File: config.mk
export PLATFORM = sky130hd
export DESIGN_NAME = ssp_uart
export DESIGN_NICKNAME = d
export VERILOG_FILES = /design/src/shared/ssp_pkg.sv /design/src/hdl/ssp_uart.sv
export VERILOG_INCLUDE_DIRS = /design/src /design/src/shared
export SDC_FILE = /design/constraint.sdc
export NUM_CORES = 1
export LEC_CHECK = 0
export ABC_AREA = 1
export BUFFER_PORTS_ARGS = -buffer_cell sky130_fd_sc_hd__buf_4
export CELL_PAD_IN_SITES_DETAIL_PLACEMENT = 1
export CELL_PAD_IN_SITES_GLOBAL_PLACEMENT = 2
export CORE_UTILIZATION = 30
export CTS_CLUSTER_SIZE = 16
export DETAILED_ROUTE_END_ITERATION = 10
export HOLD_SLACK_MARGIN = 0.03
export PLACE_DENSITY_LB_ADDON = 0.1
export SKIP_LAST_GASP = 1
export SYNTH_ARGS = -nofsm -noshare
export SYNTH_HDL_FRONTEND = slang
export SYNTH_SLANG_ARGS = --single-unit
export TNS_END_PERCENT = 100
File: constraint.sdc
create_clock -name mclk -period 5.7 [get_ports mclk]
set_input_delay 1.14 -clock mclk [delete_from_list [all_inputs] [get_ports mclk]]
set_output_delay 1.14 -clock mclk [all_outputs]
set_load 0.01 [all_outputs]
File: src/shared/ssp_params.svh
// Register indices, field positions, reset values and bit-time counts of the serial port
`ifndef SSP_PARAMS_SVH
`define SSP_PARAMS_SVH

// Register indices; byte address is four times the index
`define SSP_IDX_SADDR   8'hAA
`define SSP_IDX_MASK    8'hBA
`define SSP_IDX_CTL     8'hC0
`define SSP_IDX_BUF     8'hC1
`define SSP_IDX_STAT    8'hC5
`define SSP_IDX_AUX     8'hE0
`define SSP_IDX_RELOAD  8'hE1
`define SSP_IDX_IRQST   8'hE2
`define SSP_IDX_IRQMSK  8'hE3

// Control register fields
`define SSP_CTL_B7      7
`define SSP_CTL_MODE1   6
`define SSP_CTL_MP      5
`define SSP_CTL_REN     4
`define SSP_CTL_TB8     3
`define SSP_CTL_RB8     2
`define SSP_CTL_TI      1
`define SSP_CTL_RI      0

// Status register fields
`define SSP_STAT_TXACT  3
`define SSP_STAT_RXACT  2

// Auxiliary control fields
`define SSP_AUX_FESEL   0
`define SSP_AUX_DBL     1

// Interrupt status fields
`define SSP_IRQ_TX      0
`define SSP_IRQ_RX      1
`define SSP_IRQ_FE      2

// Reset values
`define SSP_RST_BYTE    8'h00
`define SSP_RST_RELOAD  8'h00

// Oscillator clocks per bit, and the shift applied to the variable-rate reload
`define SSP_M0_SLOW     16'h000C
`define SSP_M0_FAST     16'h0004
`define SSP_M2_SLOW     16'h0040
`define SSP_M2_FAST     16'h0020
`define SSP_VAR_SHIFT   4

`endif

File: src/shared/ssp_pkg.sv
// Types of the second serial port
package ssp_pkg;

    typedef enum logic [1:0] {
        SSP_TX_IDLE  = 2'b01,
        SSP_TX_SHIFT = 2'b10
    } ssp_tx_st_t;

    typedef enum logic [4:0] {
        SSP_RX_IDLE  = 5'b00001,
        SSP_RX_START = 5'b00010,
        SSP_RX_DATA  = 5'b00100,
        SSP_RX_STOP  = 5'b01000,
        SSP_RX_SYNC  = 5'b10000
    } ssp_rx_st_t;

    typedef struct packed {
        logic [7:0] sadden;
        logic [7:0] saddr;
        logic [7:0] reload;
        logic [7:0] txbuf;
        logic [7:0] rxbuf;
        logic [7:0] irq_mask;
        logic [7:0] prdata;
        logic sm0;
        logic fe;
        logic sm1;
        logic sm2;
        logic ren;
        logic tb8;
        logic rb8;
        logic ti;
        logic ri;
        logic fe_sel;
        logic dbl;
        logic [2:0] irq_st;
        logic tx_act;
        logic rx_act;
        ssp_tx_st_t tx_st;
        logic [15:0] tx_cnt;
        logic [10:0] tx_sh;
        logic [3:0] tx_left;
        ssp_rx_st_t rx_st;
        logic [15:0] rx_cnt;
        logic [8:0] rx_sh;
        logic [3:0] rx_got;
        logic rx_prev;
        logic txd;
        logic rxd_out;
        logic rxd_oe;
        logic pready;
        logic pslverr;
        logic irq;
    } ssp_state_t;

endpackage

File: src/hdl/ssp_uart.sv
// Second serial port: four frame modes, address recognition, APB registers
//
// Behaviour
// - Mask bit one compares that address bit
// - Mask bit zero makes address bit don't-care
// - All-zero mask accepts any address
// - Two mode bits select frame and rate
// - Bit seven is mode or sticky framing error
// - Modes 2/3 multiprocessor: ninth zero, no flag
// - Mode 1 multiprocessor: bad stop, no flag
// - Mode 0 multiprocessor bit picks /12 or /4
// - Receive only while receive enable set
// - Modes 2/3 send software ninth bit
// - Ninth field: bit9, mode1 stop with multiprocessor bit clear, mode0 none
// - Transmit flag at bit eight or stop start
// - Receive flag at bit eight or mid-stop
// - Buffer reads receive, writes transmit register
// - Transmit activity until transmit flag sets
// - Receive activity until the frame's last sample, flag set or not
// - Doubler doubles rate in modes 1-3
//
// Added by the designer: the APB register port.
`timescale 1ns/1ps
`include "ssp_params.svh"
`default_nettype none

module ssp_uart
    import ssp_pkg::*;
#(
    parameter int ADDR_W = 12
) (
    input wire logic mclk,
    input wire logic resetn,
    input wire logic psel,
    input wire logic penable,
    input wire logic pwrite,
    input wire logic [ADDR_W-1:0] paddr,
    input wire logic [31:0] pwdata,
    output logic [31:0] prdata,
    output logic pready,
    output logic pslverr,
    output logic irq,
    input wire logic rxd_in,
    output logic rxd_out,
    output logic rxd_oe,
    output logic txd_out
);

    ssp_state_t q;
    ssp_state_t nxt_q;

    function automatic logic hit(input logic [ADDR_W-1:0] a, input logic [7:0] idx);
        hit = (a[ADDR_W-1:2] == {{(ADDR_W-10){1'b0}}, idx}) && (a[1:0] == 2'b00);
    endfunction

    // Clocks per bit; variable rate stands in for an external timer as a reload value
    function automatic logic [15:0] bit_time(input logic [1:0] mode, input logic mp,
                                             input logic dbl, input logic [7:0] rld);
        logic [15:0] base;
        base = {8'h00, rld} + 16'h0001;
        case (mode)
            2'b00: bit_time = mp ? `SSP_M0_FAST : `SSP_M0_SLOW;
            2'b10: bit_time = dbl ? `SSP_M2_FAST : `SSP_M2_SLOW;
            default: bit_time = base << (dbl ? `SSP_VAR_SHIFT - 1 : `SSP_VAR_SHIFT);
        endcase
    endfunction

    logic acc;
    logic wr;
    logic [1:0] mode;
    logic [15:0] bt;
    logic [15:0] half;
    logic tx_start;
    logic tx_ev;
    logic rx_ev;
    logic fe_ev;
    logic stop_bit;
    logic ninth;
    logic [7:0] rx_data;
    logic addr_ok;
    logic rx_ok;
    logic [7:0] rdata;
    logic mapped;

    always_comb begin
        nxt_q = q;
        acc = psel && penable && !q.pready;
        wr = psel && penable && q.pready && pwrite;
        mode = {q.sm0, q.sm1};
        bt = bit_time(mode, q.sm2, q.dbl, q.reload);
        half = bt >> 1;
        tx_ev = 1'b0;
        rx_ev = 1'b0;
        fe_ev = 1'b0;
        stop_bit = rxd_in;
        ninth = q.rx_sh[8];
        rx_data = (mode == 2'b01) ? q.rx_sh[8:1] : q.rx_sh[7:0];
        addr_ok = ((rx_data ^ q.saddr) & q.sadden) == 8'h00;
        rx_ok = 1'b0;
        rdata = 8'h00;
        mapped = 1'b1;
        tx_start = wr && hit(paddr, `SSP_IDX_BUF) && (q.tx_st == SSP_TX_IDLE) &&
                   !(mode == 2'b00 && q.rx_st == SSP_RX_SYNC);

        // Read mux; one wait state lets the data settle into a flip-flop
        if (hit(paddr, `SSP_IDX_SADDR)) begin
            rdata = q.saddr;
        end else if (hit(paddr, `SSP_IDX_MASK)) begin
            rdata = q.sadden;
        end else if (hit(paddr, `SSP_IDX_CTL)) begin
            rdata = {q.fe_sel ? q.fe : q.sm0, q.sm1, q.sm2, q.ren, q.tb8, q.rb8, q.ti, q.ri};
        end else if (hit(paddr, `SSP_IDX_BUF)) begin
            rdata = q.rxbuf;
        end else if (hit(paddr, `SSP_IDX_STAT)) begin
            rdata[`SSP_STAT_TXACT] = q.tx_act;
            rdata[`SSP_STAT_RXACT] = q.rx_act;
        end else if (hit(paddr, `SSP_IDX_AUX)) begin
            rdata[`SSP_AUX_FESEL] = q.fe_sel;
            rdata[`SSP_AUX_DBL] = q.dbl;
        end else if (hit(paddr, `SSP_IDX_RELOAD)) begin
            rdata = q.reload;
        end else if (hit(paddr, `SSP_IDX_IRQST)) begin
            rdata = {5'b00000, q.irq_st};
        end else if (hit(paddr, `SSP_IDX_IRQMSK)) begin
            rdata = q.irq_mask;
        end else begin
            mapped = 1'b0;
        end
        nxt_q.pready = acc;
        if (acc) begin
            nxt_q.prdata = pwrite ? 8'h00 : rdata;
            nxt_q.pslverr = !mapped;
        end else begin
            nxt_q.pslverr = 1'b0;
        end

        // Register writes; hardware events below override, so a set beats a clear
        if (wr) begin
            if (hit(paddr, `SSP_IDX_SADDR)) begin
                nxt_q.saddr = pwdata[7:0];
            end
            if (hit(paddr, `SSP_IDX_MASK)) begin
                nxt_q.sadden = pwdata[7:0];
            end
            if (hit(paddr, `SSP_IDX_CTL)) begin
                if (q.fe_sel) begin
                    nxt_q.fe = q.fe & pwdata[`SSP_CTL_B7];
                end else begin
                    nxt_q.sm0 = pwdata[`SSP_CTL_B7];
                end
                nxt_q.sm1 = pwdata[`SSP_CTL_MODE1];
                nxt_q.sm2 = pwdata[`SSP_CTL_MP];
                nxt_q.ren = pwdata[`SSP_CTL_REN];
                nxt_q.tb8 = pwdata[`SSP_CTL_TB8];
                nxt_q.rb8 = pwdata[`SSP_CTL_RB8];
                nxt_q.ti = q.ti & pwdata[`SSP_CTL_TI];
                nxt_q.ri = q.ri & pwdata[`SSP_CTL_RI];
            end
            if (hit(paddr, `SSP_IDX_AUX)) begin
                nxt_q.fe_sel = pwdata[`SSP_AUX_FESEL];
                nxt_q.dbl = pwdata[`SSP_AUX_DBL];
            end
            if (hit(paddr, `SSP_IDX_RELOAD)) begin
                nxt_q.reload = pwdata[7:0];
            end
            if (hit(paddr, `SSP_IDX_IRQST)) begin
                nxt_q.irq_st = q.irq_st & ~pwdata[2:0];
            end
            if (hit(paddr, `SSP_IDX_IRQMSK)) begin
                nxt_q.irq_mask = pwdata[7:0];
            end
            if (hit(paddr, `SSP_IDX_BUF)) begin
                nxt_q.txbuf = pwdata[7:0];
            end
        end

        // Transmitter; a write while busy only updates the buffer
        case (q.tx_st)
            SSP_TX_IDLE: begin
                if (tx_start) begin
                    nxt_q.tx_cnt = 16'h0000;
                    nxt_q.tx_st = SSP_TX_SHIFT;
                    nxt_q.tx_act = 1'b1;
                    if (mode == 2'b00) begin
                        nxt_q.tx_sh = {3'b111, pwdata[7:0]};
                        nxt_q.tx_left = 4'h8;
                    end else if (mode == 2'b01) begin
                        nxt_q.tx_sh = {2'b11, pwdata[7:0], 1'b0};
                        nxt_q.tx_left = 4'hA;
                    end else begin
                        nxt_q.tx_sh = {1'b1, q.tb8, pwdata[7:0], 1'b0};
                        nxt_q.tx_left = 4'hB;
                    end
                end
            end
            SSP_TX_SHIFT: begin
                nxt_q.tx_cnt = q.tx_cnt + 16'h0001;
                if (q.tx_cnt == bt - 16'h0001) begin
                    nxt_q.tx_cnt = 16'h0000;
                    nxt_q.tx_sh = {1'b1, q.tx_sh[10:1]};
                    nxt_q.tx_left = q.tx_left - 4'h1;
                    if (mode == 2'b00) begin
                        if (q.tx_left == 4'h1) begin
                            tx_ev = 1'b1;
                            nxt_q.tx_st = SSP_TX_IDLE;
                        end
                    end else begin
                        if (q.tx_left == 4'h2) begin
                            tx_ev = 1'b1;
                        end
                        if (q.tx_left == 4'h1) begin
                            nxt_q.tx_st = SSP_TX_IDLE;
                        end
                    end
                end
            end
            default: nxt_q.tx_st = SSP_TX_IDLE;
        endcase

        // Receiver
        nxt_q.rx_prev = rxd_in;
        if (!q.ren) begin
            nxt_q.rx_st = SSP_RX_IDLE;
            nxt_q.rx_act = 1'b0;
        end else begin
            case (q.rx_st)
                SSP_RX_IDLE: begin
                    nxt_q.rx_cnt = 16'h0000;
                    nxt_q.rx_got = 4'h0;
                    if (mode == 2'b00) begin
                        // Shift mode starts on its own once the last byte was taken
                        if (!q.ri && q.tx_st == SSP_TX_IDLE && !tx_start) begin
                            nxt_q.rx_st = SSP_RX_SYNC;
                            nxt_q.rx_act = 1'b1;
                        end
                    end else if (q.rx_prev && !rxd_in) begin
                        nxt_q.rx_st = SSP_RX_START;
                        nxt_q.rx_act = 1'b1;
                    end
                end
                SSP_RX_START: begin
                    nxt_q.rx_cnt = q.rx_cnt + 16'h0001;
                    if (q.rx_cnt == half - 16'h0001) begin
                        nxt_q.rx_cnt = 16'h0000;
                        // A glitch shorter than half a bit is dropped
                        if (!rxd_in) begin
                            nxt_q.rx_st = SSP_RX_DATA;
                        end else begin
                            nxt_q.rx_st = SSP_RX_IDLE;
                            nxt_q.rx_act = 1'b0;
                        end
                    end
                end
                SSP_RX_DATA: begin
                    nxt_q.rx_cnt = q.rx_cnt + 16'h0001;
                    if (q.rx_cnt == bt - 16'h0001) begin
                        nxt_q.rx_cnt = 16'h0000;
                        nxt_q.rx_sh = {rxd_in, q.rx_sh[8:1]};
                        nxt_q.rx_got = q.rx_got + 4'h1;
                        if (q.rx_got == ((mode == 2'b01) ? 4'h7 : 4'h8)) begin
                            nxt_q.rx_st = SSP_RX_STOP;
                        end
                    end
                end
                SSP_RX_STOP: begin
                    nxt_q.rx_cnt = q.rx_cnt + 16'h0001;
                    if (q.rx_cnt == bt - 16'h0001) begin
                        nxt_q.rx_st = SSP_RX_IDLE;
                        nxt_q.rx_act = 1'b0;
                        fe_ev = !stop_bit;
                        if (mode == 2'b01) begin
                            rx_ok = !q.sm2 || stop_bit;
                        end else begin
                            rx_ok = !q.sm2 || (ninth && addr_ok);
                        end
                        if (rx_ok) begin
                            rx_ev = 1'b1;
                            nxt_q.rxbuf = rx_data;
                            if (mode != 2'b01) begin
                                nxt_q.rb8 = ninth;
                            end else if (!q.sm2) begin
                                nxt_q.rb8 = stop_bit;
                            end
                        end
                    end
                end
                SSP_RX_SYNC: begin
                    nxt_q.rx_cnt = q.rx_cnt + 16'h0001;
                    if (q.rx_cnt == bt - 16'h0001) begin
                        nxt_q.rx_cnt = 16'h0000;
                        nxt_q.rx_sh = {rxd_in, q.rx_sh[8:1]};
                        nxt_q.rx_got = q.rx_got + 4'h1;
                        if (q.rx_got == 4'h7) begin
                            nxt_q.rxbuf = {rxd_in, q.rx_sh[8:2]};
                            nxt_q.rx_st = SSP_RX_IDLE;
                            nxt_q.rx_act = 1'b0;
                            rx_ev = 1'b1;
                        end
                    end
                end
                default: nxt_q.rx_st = SSP_RX_IDLE;
            endcase
        end

        // Events
        if (tx_ev) begin
            nxt_q.ti = 1'b1;
            nxt_q.tx_act = 1'b0;
        end
        if (rx_ev) begin
            nxt_q.ri = 1'b1;
            nxt_q.rx_act = 1'b0;
        end
        if (fe_ev) begin
            nxt_q.fe = 1'b1;
        end
        nxt_q.irq_st = nxt_q.irq_st | {fe_ev, rx_ev, tx_ev};
        nxt_q.irq = |(nxt_q.irq_st & nxt_q.irq_mask[2:0]);

        // Pins follow the next state so they leave flip-flops in step with it
        nxt_q.rxd_oe = 1'b0;
        nxt_q.rxd_out = 1'b1;
        if (nxt_q.tx_st == SSP_TX_SHIFT && mode == 2'b00) begin
            nxt_q.txd = nxt_q.tx_cnt >= half;
            nxt_q.rxd_oe = 1'b1;
            nxt_q.rxd_out = nxt_q.tx_sh[0];
        end else if (nxt_q.tx_st == SSP_TX_SHIFT) begin
            nxt_q.txd = nxt_q.tx_sh[0];
        end else if (nxt_q.rx_st == SSP_RX_SYNC) begin
            nxt_q.txd = nxt_q.rx_cnt >= half;
        end else begin
            nxt_q.txd = 1'b1;
        end
    end

    always_ff @(posedge mclk) begin
        if (!resetn) begin
            q <= '0;
            q.reload <= `SSP_RST_RELOAD;
            q.sadden <= `SSP_RST_BYTE;
            q.tx_st <= SSP_TX_IDLE;
            q.rx_st <= SSP_RX_IDLE;
            q.rx_prev <= 1'b1;
            q.txd <= 1'b1;
            q.rxd_out <= 1'b1;
        end else begin
            q <= nxt_q;
        end
    end

    assign prdata = {24'h00_0000, q.prdata};
    assign pready = q.pready;
    assign pslverr = q.pslverr;
    assign irq = q.irq;
    assign rxd_out = q.rxd_out;
    assign rxd_oe = q.rxd_oe;
    assign txd_out = q.txd;

    a_addr_match: assert property (@(posedge mclk) disable iff (!resetn)
        $rose(q.ri) && q.sm0 && q.sm2 |-> (((q.rxbuf ^ q.saddr) & q.sadden) == 8'h00) && q.rb8)
        else $error("Address frame accepted without a mask match");
    a_rx_disabled: assert property (@(posedge mclk) disable iff (!resetn)
        !q.ren |=> q.rx_st == SSP_RX_IDLE && !q.rx_act)
        else $error("Receiver active while disabled");
    a_tx_flag_act: assert property (@(posedge mclk) disable iff (!resetn)
        $rose(q.ti) |-> !q.tx_act && $past(q.tx_act))
        else $error("Transmit flag and activity out of step");
    a_rx_flag_act: assert property (@(posedge mclk) disable iff (!resetn)
        $rose(q.ri) |-> !q.rx_act && $past(q.rx_act))
        else $error("Receive flag and activity out of step");
    a_buf_start: assert property (@(posedge mclk) disable iff (!resetn)
        psel && penable && pready && pwrite && hit(paddr, `SSP_IDX_BUF) &&
        q.tx_st == SSP_TX_IDLE && q.rx_st != SSP_RX_SYNC
        |=> q.tx_act && q.txbuf == $past(pwdata[7:0]) && $stable(q.rxbuf))
        else $error("Buffer write did not start a frame");
    a_ninth_sent: assert property (@(posedge mclk) disable iff (!resetn)
        $rose(q.tx_act) && q.sm0 |-> q.tx_sh[9] == $past(q.tb8) && !q.tx_sh[0])
        else $error("Ninth bit not taken from software value");
    a_m0_rate: assert property (@(posedge mclk) disable iff (!resetn)
        q.tx_st == SSP_TX_SHIFT && !q.sm0 && !q.sm1
        |-> q.tx_cnt < (q.sm2 ? `SSP_M0_FAST : `SSP_M0_SLOW))
        else $error("Shift mode bit time wrong");
    a_m2_rate: assert property (@(posedge mclk) disable iff (!resetn)
        q.tx_st == SSP_TX_SHIFT && q.sm0 && !q.sm1
        |-> q.tx_cnt < (q.dbl ? `SSP_M2_FAST : `SSP_M2_SLOW))
        else $error("Mode 2 bit time wrong");
    a_fe_sticky: assert property (@(posedge mclk) disable iff (!resetn)
        q.fe && !(psel && penable && pready && pwrite && hit(paddr, `SSP_IDX_CTL)) |=> q.fe)
        else $error("Framing error cleared by hardware");

endmodule // ssp_uart

`default_nettype wire

==> results of run 1 <==
worst min path at each step:
stage	cells after the start	startpoint	endpoint
final	2	q[11]	q[11]
after CTS	2	q[101]	q[101]
after floorplan	2	q[104]	q[104]
after global routing	2	q[102]	q[102]
after detailed placement	2	q[101]	q[101]
after global placement	2	q[101]	q[101]
report_power, final:
group | internal (mW) | total, mW | switching [mW]
combinational | 0.0308 | 0.120 | 0.0888
sequential | 0.966 | 0.967 | 0.00102
clock | 0.556 | 1.05 | 0.499
cells in the final DEF (no fill, tap or decap), drive strengths merged, types with 18 or more instances in the layout:
cell type,count
nand2,392
nand3,137
nor2,176
buf,52
clkbuf,18
ha,41
conb,35
nor3,44
inv,208
dfxtp,138
nand4,28
a21oi,106
a211oi,28
o21ai,104
repair_timing:
item,in CTS,in global routing
endpoints found under the setup margin,0,1
gates resized for setup,0,3
hold endpoints to repair,0,0
routing by layer:
layer	track usage	part of all wire
met5	0	0
met4	0.0400	0.0074
met3	0.0375	0.036
met2	0.325	0.41
met1	0.339	0.55
cell type report:
| cell class | instances | area, um^2 |
|---|---|---|
| Timing Repair Buffer | 52 | 390 |
| Sequential cell | 138 | 2770 |
| Multi-Input combinational cell | 1189 | 6150 |
| Fill cell | 4323 | 21500 |
| Clock inverter | 14 | 98.8 |
| Tap cell | 442 | 553 |
| Clock buffer | 18 | 429 |
| Inverter | 208 | 788 |
critical path, delay by kind of cell, from the launching register on:
| family | cells | cell delay (ns) |
|---|---|---|
| adders and majority gates | 2 | 0.48 |
| DFF | 1 | 0.67 |
| and+or+nand+nor | 27 | 2.94 |
| AOI/OAI and AO/OA | 2 | 0.29 |
| buffers and inverters | 3 | 0.54 |
registers in the layout, indices dropped and copies added, names as in the netlist:
register / cells
pslverr: 1
q: 121
ninth: 1
rxd_oe: 1
mode: 2
irq: 1
pready: 1
prdata: 8
txd_out: 1
rxd_out: 1
logic make-up (layout without fill, tap and decap cells):
| kind of cell | count (synthesis) | after routing | share of synthesized area |
|---|---|---|---|
| XOR/XNOR | 20 | 20 | 0.0175 |
| other | 2 | 35 | 0.000750 |
| AO/OA/AOI/OAI | 286 | 286 | 0.165 |
| adder cells (fa/ha/maj) | 41 | 41 | 0.0512 |
| flip-flops | 138 | 138 | 0.276 |
| buffers and inverters | 280 | 292 | 0.123 |
| AND/OR/NAND/NOR | 807 | 807 | 0.367 |
==> results.txt, run 1 <==
status - finished, final reports clean
fraction of layout instances using a drive strength above 1 - 0.106
# H-tree levels - 4
unique cell type count in the Yosys netlist - 52
summed area of non-filler cells in the final layout - 11200 um^2
area of the die - 34100 um^2
critical path data required time - 6.03 ns
number of CTS-inserted buffers - 17
count of warnings emitted by yosys - 0
stage delay of the slowest cell on the critical path - 0.67 ns
synth top area cells - sky130_fd_sc_hd__dfxtp_1, sky130_fd_sc_hd__nand2_1, sky130_fd_sc_hd__inv_1, sky130_fd_sc_hd__nand3_1, sky130_fd_sc_hd__nor2_1
RSZ-0062 raised after global routing - no
number of buffers on the longest clock path - 2
dominant register cell in the synthesized netlist - sky130_fd_sc_hd__dfxtp_1
Max-slew headroom - 0.300
All-Layer GR Usage - 0.223
count of TritonRoute iterations in the first routing pass - 5
Worst-path clk slew - 0.07 ns
overflow left after global routing - 0
area fraction of the dominant cell type after synthesis - 0.276
Final Max Tran Viols - 0
total chip power - 2.14 mW
number of setup violations in the final report - 0
setup slack of the critical path after layout - 0.632 ns
clock insertion delay at the later pin of the skew report - 0.45 ns
accumulated negative setup slack - 0 ns
worst setup path class - reg2reg
syn avg cell area - 6.37 um^2
number of max-cap violations - 0
number of antenna violations at the first check in global routing - 0
total vias in the final route - 10200
via count of the first global-routing pass - 9812
count of flip-flops with a built-in enable after synthesis - 0
Critical Path Start Type - register
transition time at the pin with the least slew margin - 1.05 ns
Leakage Power - 4.72 nW
cell with the most instances after synthesis - sky130_fd_sc_hd__nand2_1
number of buffers added on ports - 39
height of the chip - 185 um
starting utilization of the core area - 0.306
most repeated library cell on the critical path - sky130_fd_sc_hd__nand2_1
Syn Std Cell Area - 10000 um^2
CP Launch Point - mode[1]
largest voltage drop on the vdd net - 210 uV
hold buffer count at CTS - 0
TritonCTS Sinks - 138
Clock Skews - 0.0131 ns
DRC - 0
total wirelength of the detailed-routed design - 36.6 mm
WHS - 0.458 ns
post-detailed-placement cell area - 10600 um^2
Post-DP HPWL - 29.0 mm
top-level port count - 88
CP Max Fanout - 23
number of nets in the layout - 1697
origin of the critical flop-to-flop path - mode[1]
Core Region - 32700 um^2
power per cell area - 192 nW/um^2
dpl cells - 2029
Cells after Synth - 1574
dominant cell type by area after synthesis - sky130_fd_sc_hd__dfxtp_1
Final Non-Filler Cells - 2061
sequential share of the synthesized area - 0.276
slowest CP cell - sky130_fd_sc_hd__dfxtp_1
final core utilization - 0.342
commonest cells in the synthesized netlist - sky130_fd_sc_hd__nand2_1, sky130_fd_sc_hd__inv_1, sky130_fd_sc_hd__nor2_1, sky130_fd_sc_hd__dfxtp_1, sky130_fd_sc_hd__nand3_1
largest net degree at the start of global routing - 60
number of setup buffers added after CTS - 0
max frequency - 197 MHz
portion of the clock cycle consumed by the worst path in the final layout - 0.889
GP Congestion - 0.800
clock tree from TritonCTS - built
R2R Setup Slk - 0.63 ns
Diodes inserted - 0
R2R cell count - 34
Clk Tree Root Cell - sky130_fd_sc_hd__clkbuf_16
data arrival time of the critical path - 5.40 ns
final hold vios - 0
termination of the worst setup path - txd_out
number of register bits inferred by synthesis - 138
class of the most critical hold timing path - reg2reg
std cell rows - 66
reg2reg end - txd_out
routed length per placed instance - 17.8 um
chip width - 185 um
violation count after the first detailed-route iteration - 578
Vias/cell - 4.95
minimum setup slack after placement - 0.476 ns
layout overhead on the synthesized area - 11.6%
remaining antenna violation count - 0
wire length of the first global-routing pass - 57.2 mm
shortest period the worst path allows - 5.07 ns
endpoint class of the critical path - register
async set-reset flop share out of synthesis - 0
(Power assumes the default switching activity.)
==> inputs of run 2 (changes only) <==
--- a/config.mk
+++ b/config.mk
@@ -15,6 +15,7 @@
 export DETAILED_ROUTE_END_ITERATION = 10
 export HOLD_SLACK_MARGIN = 0.03
 export PLACE_DENSITY_LB_ADDON = 0.1
+export RECOVER_POWER = 25
 export SKIP_LAST_GASP = 1
 export SYNTH_ARGS = -nofsm -noshare
 export SYNTH_HDL_FRONTEND = slang
==> run 2 against run 1 <==
Compared with the run above: the run now ends with max-capacitance violations, max-slew violations left; critical endpoint unchanged; worst hold slack better by 0.0017 ns; utilization down 0.18 points; count of clock-buffer cells in the layout unchanged; setup slack better by 0.016 ns; global-route usage unchanged; sequential cell count unchanged.
==> results.txt, run 2 (same netlist as run 1, synthesis figures left out) <==
slowest CP cell - sky130_fd_sc_hd__dfxtp_1
Final Max Tran Viols - 94 (+94)
Critical Path Start Type - register
All-Layer GR Usage - 0.223 (unchanged)
overflow left after global routing - 0 (unchanged)
Leakage Power - 4.66 nW (-1.3%)
CP Max Fanout - 23 (unchanged)
most frequent standard cell in the layout excluding fill and tap cells - sky130_fd_sc_hd__nand2_1
origin of the critical flop-to-flop path - mode[1]
class of the most critical hold timing path - reg2reg
post-detailed-placement cell area - 10600 um^2 (unchanged)
number of antenna violations at the first check in global routing - 0 (unchanged)
number of nets in the layout - 1697 (unchanged)
hold buffer count at CTS - 0 (unchanged)
R2R cell count - 34 (unchanged)
number of setup buffers added after CTS - 0 (unchanged)
number of CTS-inserted buffers - 17 (unchanged)
number of max-cap violations - 2 (+2)
top routing layer in use - met4
Vias/cell - 4.96 (about the same)
height of the chip - 185 um (unchanged)
most flop-heavy register - q
max frequency - 198 MHz (+0.31%)
clock network fraction of design power - 0.493 (about the same)
flip-flop count of the largest register after layout - 121 (unchanged)
cell depth of the worst hold path - 2 (unchanged)
transition time at the pin with the least slew margin - 2.23 ns (+1.18 ns)
accumulated negative setup slack - 0 ns (unchanged)
number of buffers added on ports - 39 (unchanged)
Diodes inserted - 0 (unchanged)
TritonCTS Sinks - 138 (unchanged)
largest net degree at the start of global routing - 60 (unchanged)
count of TritonRoute iterations in the first routing pass - 5 (unchanged)
GP Congestion - 0.800 (unchanged)
area of the die - 34100 um^2 (unchanged)
RSZ-0062 raised after global routing - no
Worst-path clk slew - 0.07 ns (about the same)
largest voltage drop on the vdd net - 211 uV (+0.67%)
violation count after the first detailed-route iteration - 590 (+2.1%)
net switching share of the total power - 0.276 (+0.000771)
detailed-routing wirelength on met1 - 20.0 mm (about the same)
endpoint class of the critical path - register
Gate power share - 0.056 (about the same)
layout overhead on the synthesized area - 11.0%
status - complete, but fails checks
remaining antenna violation count - 0 (unchanged)
fraction of layout instances using a drive strength above 1 - 0.0964 (-0.00988)
critical path data required time - 6.03 ns (about the same)
final hold vios - 0 (unchanged)
starting utilization of the core area - 0.306 (unchanged)
Clock Skews - 0.0149 ns (+0.00182 ns)
top-level port count - 88 (unchanged)
# H-tree levels - 4 (unchanged)
std cell rows - 66 (unchanged)
number of setup violations in the final report - 0 (unchanged)
Post-DP HPWL - 29.0 mm (unchanged)
summed area of non-filler cells in the final layout - 11100 um^2 (-0.51%)
destination of the worst hold path - q[11]
Core Region - 32700 um^2 (unchanged)
reg2reg end - txd_out
routed length per placed instance - 17.8 um (about the same)
power per cell area - 193 nW/um^2 (+0.59%)
via count of the first global-routing pass - 9812 (unchanged)
shortest period the worst path allows - 5.05 ns (-0.0157 ns)
DRC - 0 (unchanged)
stage delay of the slowest cell on the critical path - 0.66 ns (about the same)
Met3 Routed Length - 1.28 mm (-3.1%)
portion of the clock cycle consumed by the worst path in the final layout - 0.886 (-0.00276)
clock insertion delay at the later pin of the skew report - 0.46 ns (about the same)
failing checks - max-capacitance violations, max-slew violations
wire length of the first global-routing pass - 57.2 mm (unchanged)
total vias in the final route - 10200 (+0.098%)
chip width - 185 um (unchanged)
Sequential Power Share - 0.451 (about the same)
worst setup path class - reg2reg
launch point of the worst hold path - q[11]
total wirelength of the detailed-routed design - 36.6 mm (about the same)
length of routed met2 wiring - 15.1 mm (+0.11%)
most repeated library cell on the critical path - sky130_fd_sc_hd__nand2_1
data arrival time of the critical path - 5.39 ns (about the same)
Max-slew headroom - -0.487 (-0.787)
switching power - 0.591 mW (+0.35%)
layout filler cell count - 4330 (+0.16%)
R2R Setup Slk - 0.65 ns (+0.02 ns)
internal power - 1.55 mW (about the same)
clock tree from TritonCTS - built
number of buffers on the longest clock path - 2 (unchanged)
Clk Tree Root Cell - sky130_fd_sc_hd__clkbuf_16
commonest cells after routing, fill and taps aside - sky130_fd_sc_hd__nand2_1, sky130_fd_sc_hd__inv_1, sky130_fd_sc_hd__nor2_1, sky130_fd_sc_hd__dfxtp_1, sky130_fd_sc_hd__nand3_1
-- run 2: cell count changes in the layout (fill, tap and decap cells not counted), sizes merged --
| cell | previous run | this run |
|---|---|---|
| buf | 52 | 36 |
| clkbuf | 18 | 34 |
| clkinv | 10 | 9 |
| inv | 208 | 209 |
-- run 2: final cells by class --
type / count / area, um^2 / area share
Multi-Input combinational cell: 1189 / 6150 / 0.553
Clock buffer: 18 / 429 / 0.0386
Timing Repair Buffer: 52 / 334 / 0.0300
Inverter: 208 / 787 / 0.0708
Tap cell: 442 / 553 / 0.0497
Clock inverter: 14 / 98.8 / 0.00889
Sequential cell: 138 / 2770 / 0.249
-- run 2: worst max-delay path by stage --
stage / startpoint / to / slack [ns] / depth (start not counted)
floorplan: mode[1] / txd_out / 1.57 / 37
global placement: q[123] / txd_out / 0.54 / 35
detailed placement: q[123] / txd_out / 0.48 / 35
CTS: q[123] / txd_out / 0.44 / 35
global route: q[123] / txd_out / 0.04 / 34
finish: mode[1] / txd_out / 0.65 / 34
-- run 2: what timing repair did --
action	CTS	global route
setup endpoints to repair	0	1
resized for setup	0	3
hold endpoints to repair	0	0
-- run 2: power by group through the flow --
stage                     Clock, mW  Combinational, mW  Sequential, mW
final                          1.06              0.119           0.967
after global routing           1.12              0.132           0.966
after CTS                      1.08              0.120           0.967
after detailed placement          0              0.120           0.989
after global placement            0              0.119           0.988
after floorplan                   0             0.0769           0.989
-- run 2: through the flow --
stage | util | hold WS [ns] | power (mW) | std cells | setup WS (ns)
4_1_cts | 0.342 | 0.460 | 2.17 | 2061 | 0.437
2_1_floorplan | - | 0.425 | 1.07 | 1607 | 1.57
3_5_place_dp | 0.325 | 0.449 | 1.11 | 2029 | 0.476
6_report | 0.340 | 0.460 | 2.14 | 2061 | 0.648
3_3_place_gp | 0.325 | 0.435 | 1.11 | 2029 | 0.540
5_1_grt | 0.340 | 0.483 | 2.22 | 2061 | 0.0363
-- run 2: critical path, delay by kind of cell (launching register included) --
| kind | cells | cell delay (ns) |
|---|---|---|
| AO/OA/AOI/OAI | 2 | 0.29 |
| adder cells (fa/ha/maj) | 2 | 0.48 |
| buffers and inverters | 3 | 0.54 |
| flip-flops | 1 | 0.66 |
| AND/OR/NAND/NOR | 27 | 2.93 |
-- run 2: metal layers --
layer	up-vias	track usage
met5	-	0
met4	0	0.0400
met3	22	0.0375
met2	121	0.325
met1	4866	0.339
li1	5210	-
==> inputs of run 3 (changes only) <==
--- a/config.mk
+++ b/config.mk
@@ -11,6 +11,7 @@
 export CELL_PAD_IN_SITES_DETAIL_PLACEMENT = 1
 export CELL_PAD_IN_SITES_GLOBAL_PLACEMENT = 2
 export CORE_UTILIZATION = 30
+export CTS_BUF_LIST = sky130_fd_sc_hd__clkbuf_8 sky130_fd_sc_hd__clkbuf_16
 export CTS_CLUSTER_SIZE = 16
 export DETAILED_ROUTE_END_ITERATION = 10
 export HOLD_SLACK_MARGIN = 0.03
==> run 3 against run 2 <==
Compared with the run above: the flow still finishes with violations (max-capacitance violations, max-slew violations); worst hold slack did not move; sequential cell count did not move; utilization did not move; combinational power barely moved; setup slack barely moved; register-to-register slack barely moved; clock power barely moved; routed wire length barely moved; critical endpoint unchanged; largest power group unchanged.
==> results.txt, run 3 (same netlist as run 1, synthesis figures left out) <==
status - complete, but fails checks
failing checks - max-capacitance violations, max-slew violations
summed area of non-filler cells in the final layout - 11100 um^2 (unchanged)
via count of the first global-routing pass - 9812 (unchanged)
critical path data required time - 6.03 ns (about the same)
std cell rows - 66 (unchanged)
most flop-heavy register - q
starting utilization of the core area - 0.306 (unchanged)
portion of the clock cycle consumed by the worst path in the final layout - 0.886 (about the same)
clock insertion delay at the later pin of the skew report - 0.46 ns (about the same)
count of TritonRoute iterations in the first routing pass - 5 (unchanged)
cell depth of the worst hold path - 2 (unchanged)
CP Max Fanout - 23 (unchanged)
GP Congestion - 0.800 (unchanged)
stage delay of the slowest cell on the critical path - 0.66 ns (about the same)
flip-flop count of the largest register after layout - 121 (unchanged)
number of antenna violations at the first check in global routing - 0 (unchanged)
transition time at the pin with the least slew margin - 2.23 ns (-0.000290 ns)
Leakage Power - 4.67 nW (about the same)
overflow left after global routing - 0 (unchanged)
hold buffer count at CTS - 0 (unchanged)
power per cell area - 193 nW/um^2 (about the same)
commonest cells after routing, fill and taps aside - sky130_fd_sc_hd__nand2_1, sky130_fd_sc_hd__inv_1, sky130_fd_sc_hd__nor2_1, sky130_fd_sc_hd__dfxtp_1, sky130_fd_sc_hd__nand3_1
most frequent standard cell in the layout excluding fill and tap cells - sky130_fd_sc_hd__nand2_1
Final Non-Filler Cells - 2061 (unchanged)
All-Layer GR Usage - 0.223 (unchanged)
TritonCTS Sinks - 138 (unchanged)
DRC - 0 (unchanged)
Clk Tree Root Cell - sky130_fd_sc_hd__clkbuf_16
Final Max Tran Viols - 94 (unchanged)
Clock Skews - 0.0149 ns (-0.00000160 ns)
clock tree from TritonCTS - built
class of the most critical hold timing path - reg2reg
number of buffers on the longest clock path - 2 (unchanged)
slowest CP cell - sky130_fd_sc_hd__dfxtp_1
max frequency - 198 MHz (about the same)
violation count after the first detailed-route iteration - 591 (+0.17%)
chip width - 185 um (unchanged)
number of CTS-inserted buffers - 17 (unchanged)
RSZ-0062 raised after global routing - no
number of gates given a new drive strength after cts - 0 (unchanged)
top-level port count - 88 (unchanged)
largest voltage drop on the vdd net - 211 uV (about the same)
Critical Path Start Type - register
Core Region - 32700 um^2 (unchanged)
endpoint class of the critical path - register
Worst-path clk slew - 0.07 ns (about the same)
Max-slew headroom - -0.487 (about the same)
shortest period the worst path allows - 5.05 ns (-0.0000990 ns)
Diodes inserted - 0 (unchanged)
layout overhead on the synthesized area - 11.0% (unchanged)
largest net degree at the start of global routing - 60 (unchanged)
number of setup buffers added after CTS - 0 (unchanged)
final hold vios - 0 (unchanged)
total chip power - 2.14 mW (about the same)
number of nets in the layout - 1697 (unchanged)
total vias in the final route - 10200 (-0.029%)
routed length per placed instance - 17.8 um (about the same)
R2R cell count - 34 (unchanged)
wire length of the first global-routing pass - 57.2 mm (unchanged)
remaining antenna violation count - 0 (unchanged)
worst setup path class - reg2reg
number of buffers added on ports - 39 (unchanged)
fraction of layout instances using a drive strength above 1 - 0.0964 (unchanged)
Post-DP HPWL - 29.0 mm (unchanged)
total wirelength of the detailed-routed design - 36.6 mm (about the same)
data arrival time of the critical path - 5.39 ns (about the same)
number of setup violations in the final report - 0 (unchanged)
height of the chip - 185 um (unchanged)
number of max-cap violations - 2 (unchanged)
Vias/cell - 4.96 (about the same)
accumulated negative setup slack - 0 ns (unchanged)
most repeated library cell on the critical path - sky130_fd_sc_hd__nand2_1
area of the die - 34100 um^2 (unchanged)
dpl cells - 2029 (unchanged)
post-detailed-placement cell area - 10600 um^2 (unchanged)
# H-tree levels - 4 (unchanged)
run 3: changes by cell type in the layout (fill, tap and decap cells not counted), sizes merged:
cell | previous run | this run
clkbuf | 34 | 33
inv | 209 | 210
run 3: worst paths after layout:
check           from      end  slack (ns)
max          mode[1]  txd_out        0.65
max reg2reg  mode[1]  txd_out        0.65
min reg2reg    q[11]    q[11]        0.46
min            q[11]    q[11]        0.46
run 3: routing by layer:
metal | up-vias | global-route usage | part of all wire
li1 | 5210 | - | -
met1 | 4863 | 0.339 | 0.55
met2 | 121 | 0.325 | 0.41
met3 | 22 | 0.0375 | 0.035
met4 | 0 | 0.0400 | 0.0076
met5 | - | 0 | 0
run 3: worst max-delay path: cells and delay by family, from the launching register on:
family	cells	cell delay, ns
flip-flops	1	0.66
AND/OR/NAND/NOR	27	2.93
buffers and inverters	3	0.54
adder cells (fa/ha/maj)	2	0.48
AO/OA/AOI/OAI	2	0.29
run 3: metrics by stage:
| step | hold WS, ns | util | setup WS (ns) |
|---|---|---|---|
| after floorplan | 0.425 | - | 1.57 |
| after global placement | 0.435 | 0.325 | 0.540 |
| after detailed placement | 0.449 | 0.325 | 0.476 |
| after CTS | 0.460 | 0.342 | 0.437 |
| after global routing | 0.483 | 0.340 | 0.0363 |
| final | 0.460 | 0.340 | 0.648 |
run 3: area by class of cell:
cell class,instances,area [um^2]
inverters,208,787
flip-flops and latches,138,2770
repair buffers,52,334
clock inverters,15,103
clock buffers,17,425
multi-input cells,1189,6150
fillers,4330,21600
well taps,442,553
run 3: power by group:
group	internal, mW	total, mW	switching, mW
clock	0.554	1.06	0.501
sequential	0.966	0.967	0.000998
combinational	0.0303	0.119	0.0887
total	1.55	2.14	0.591
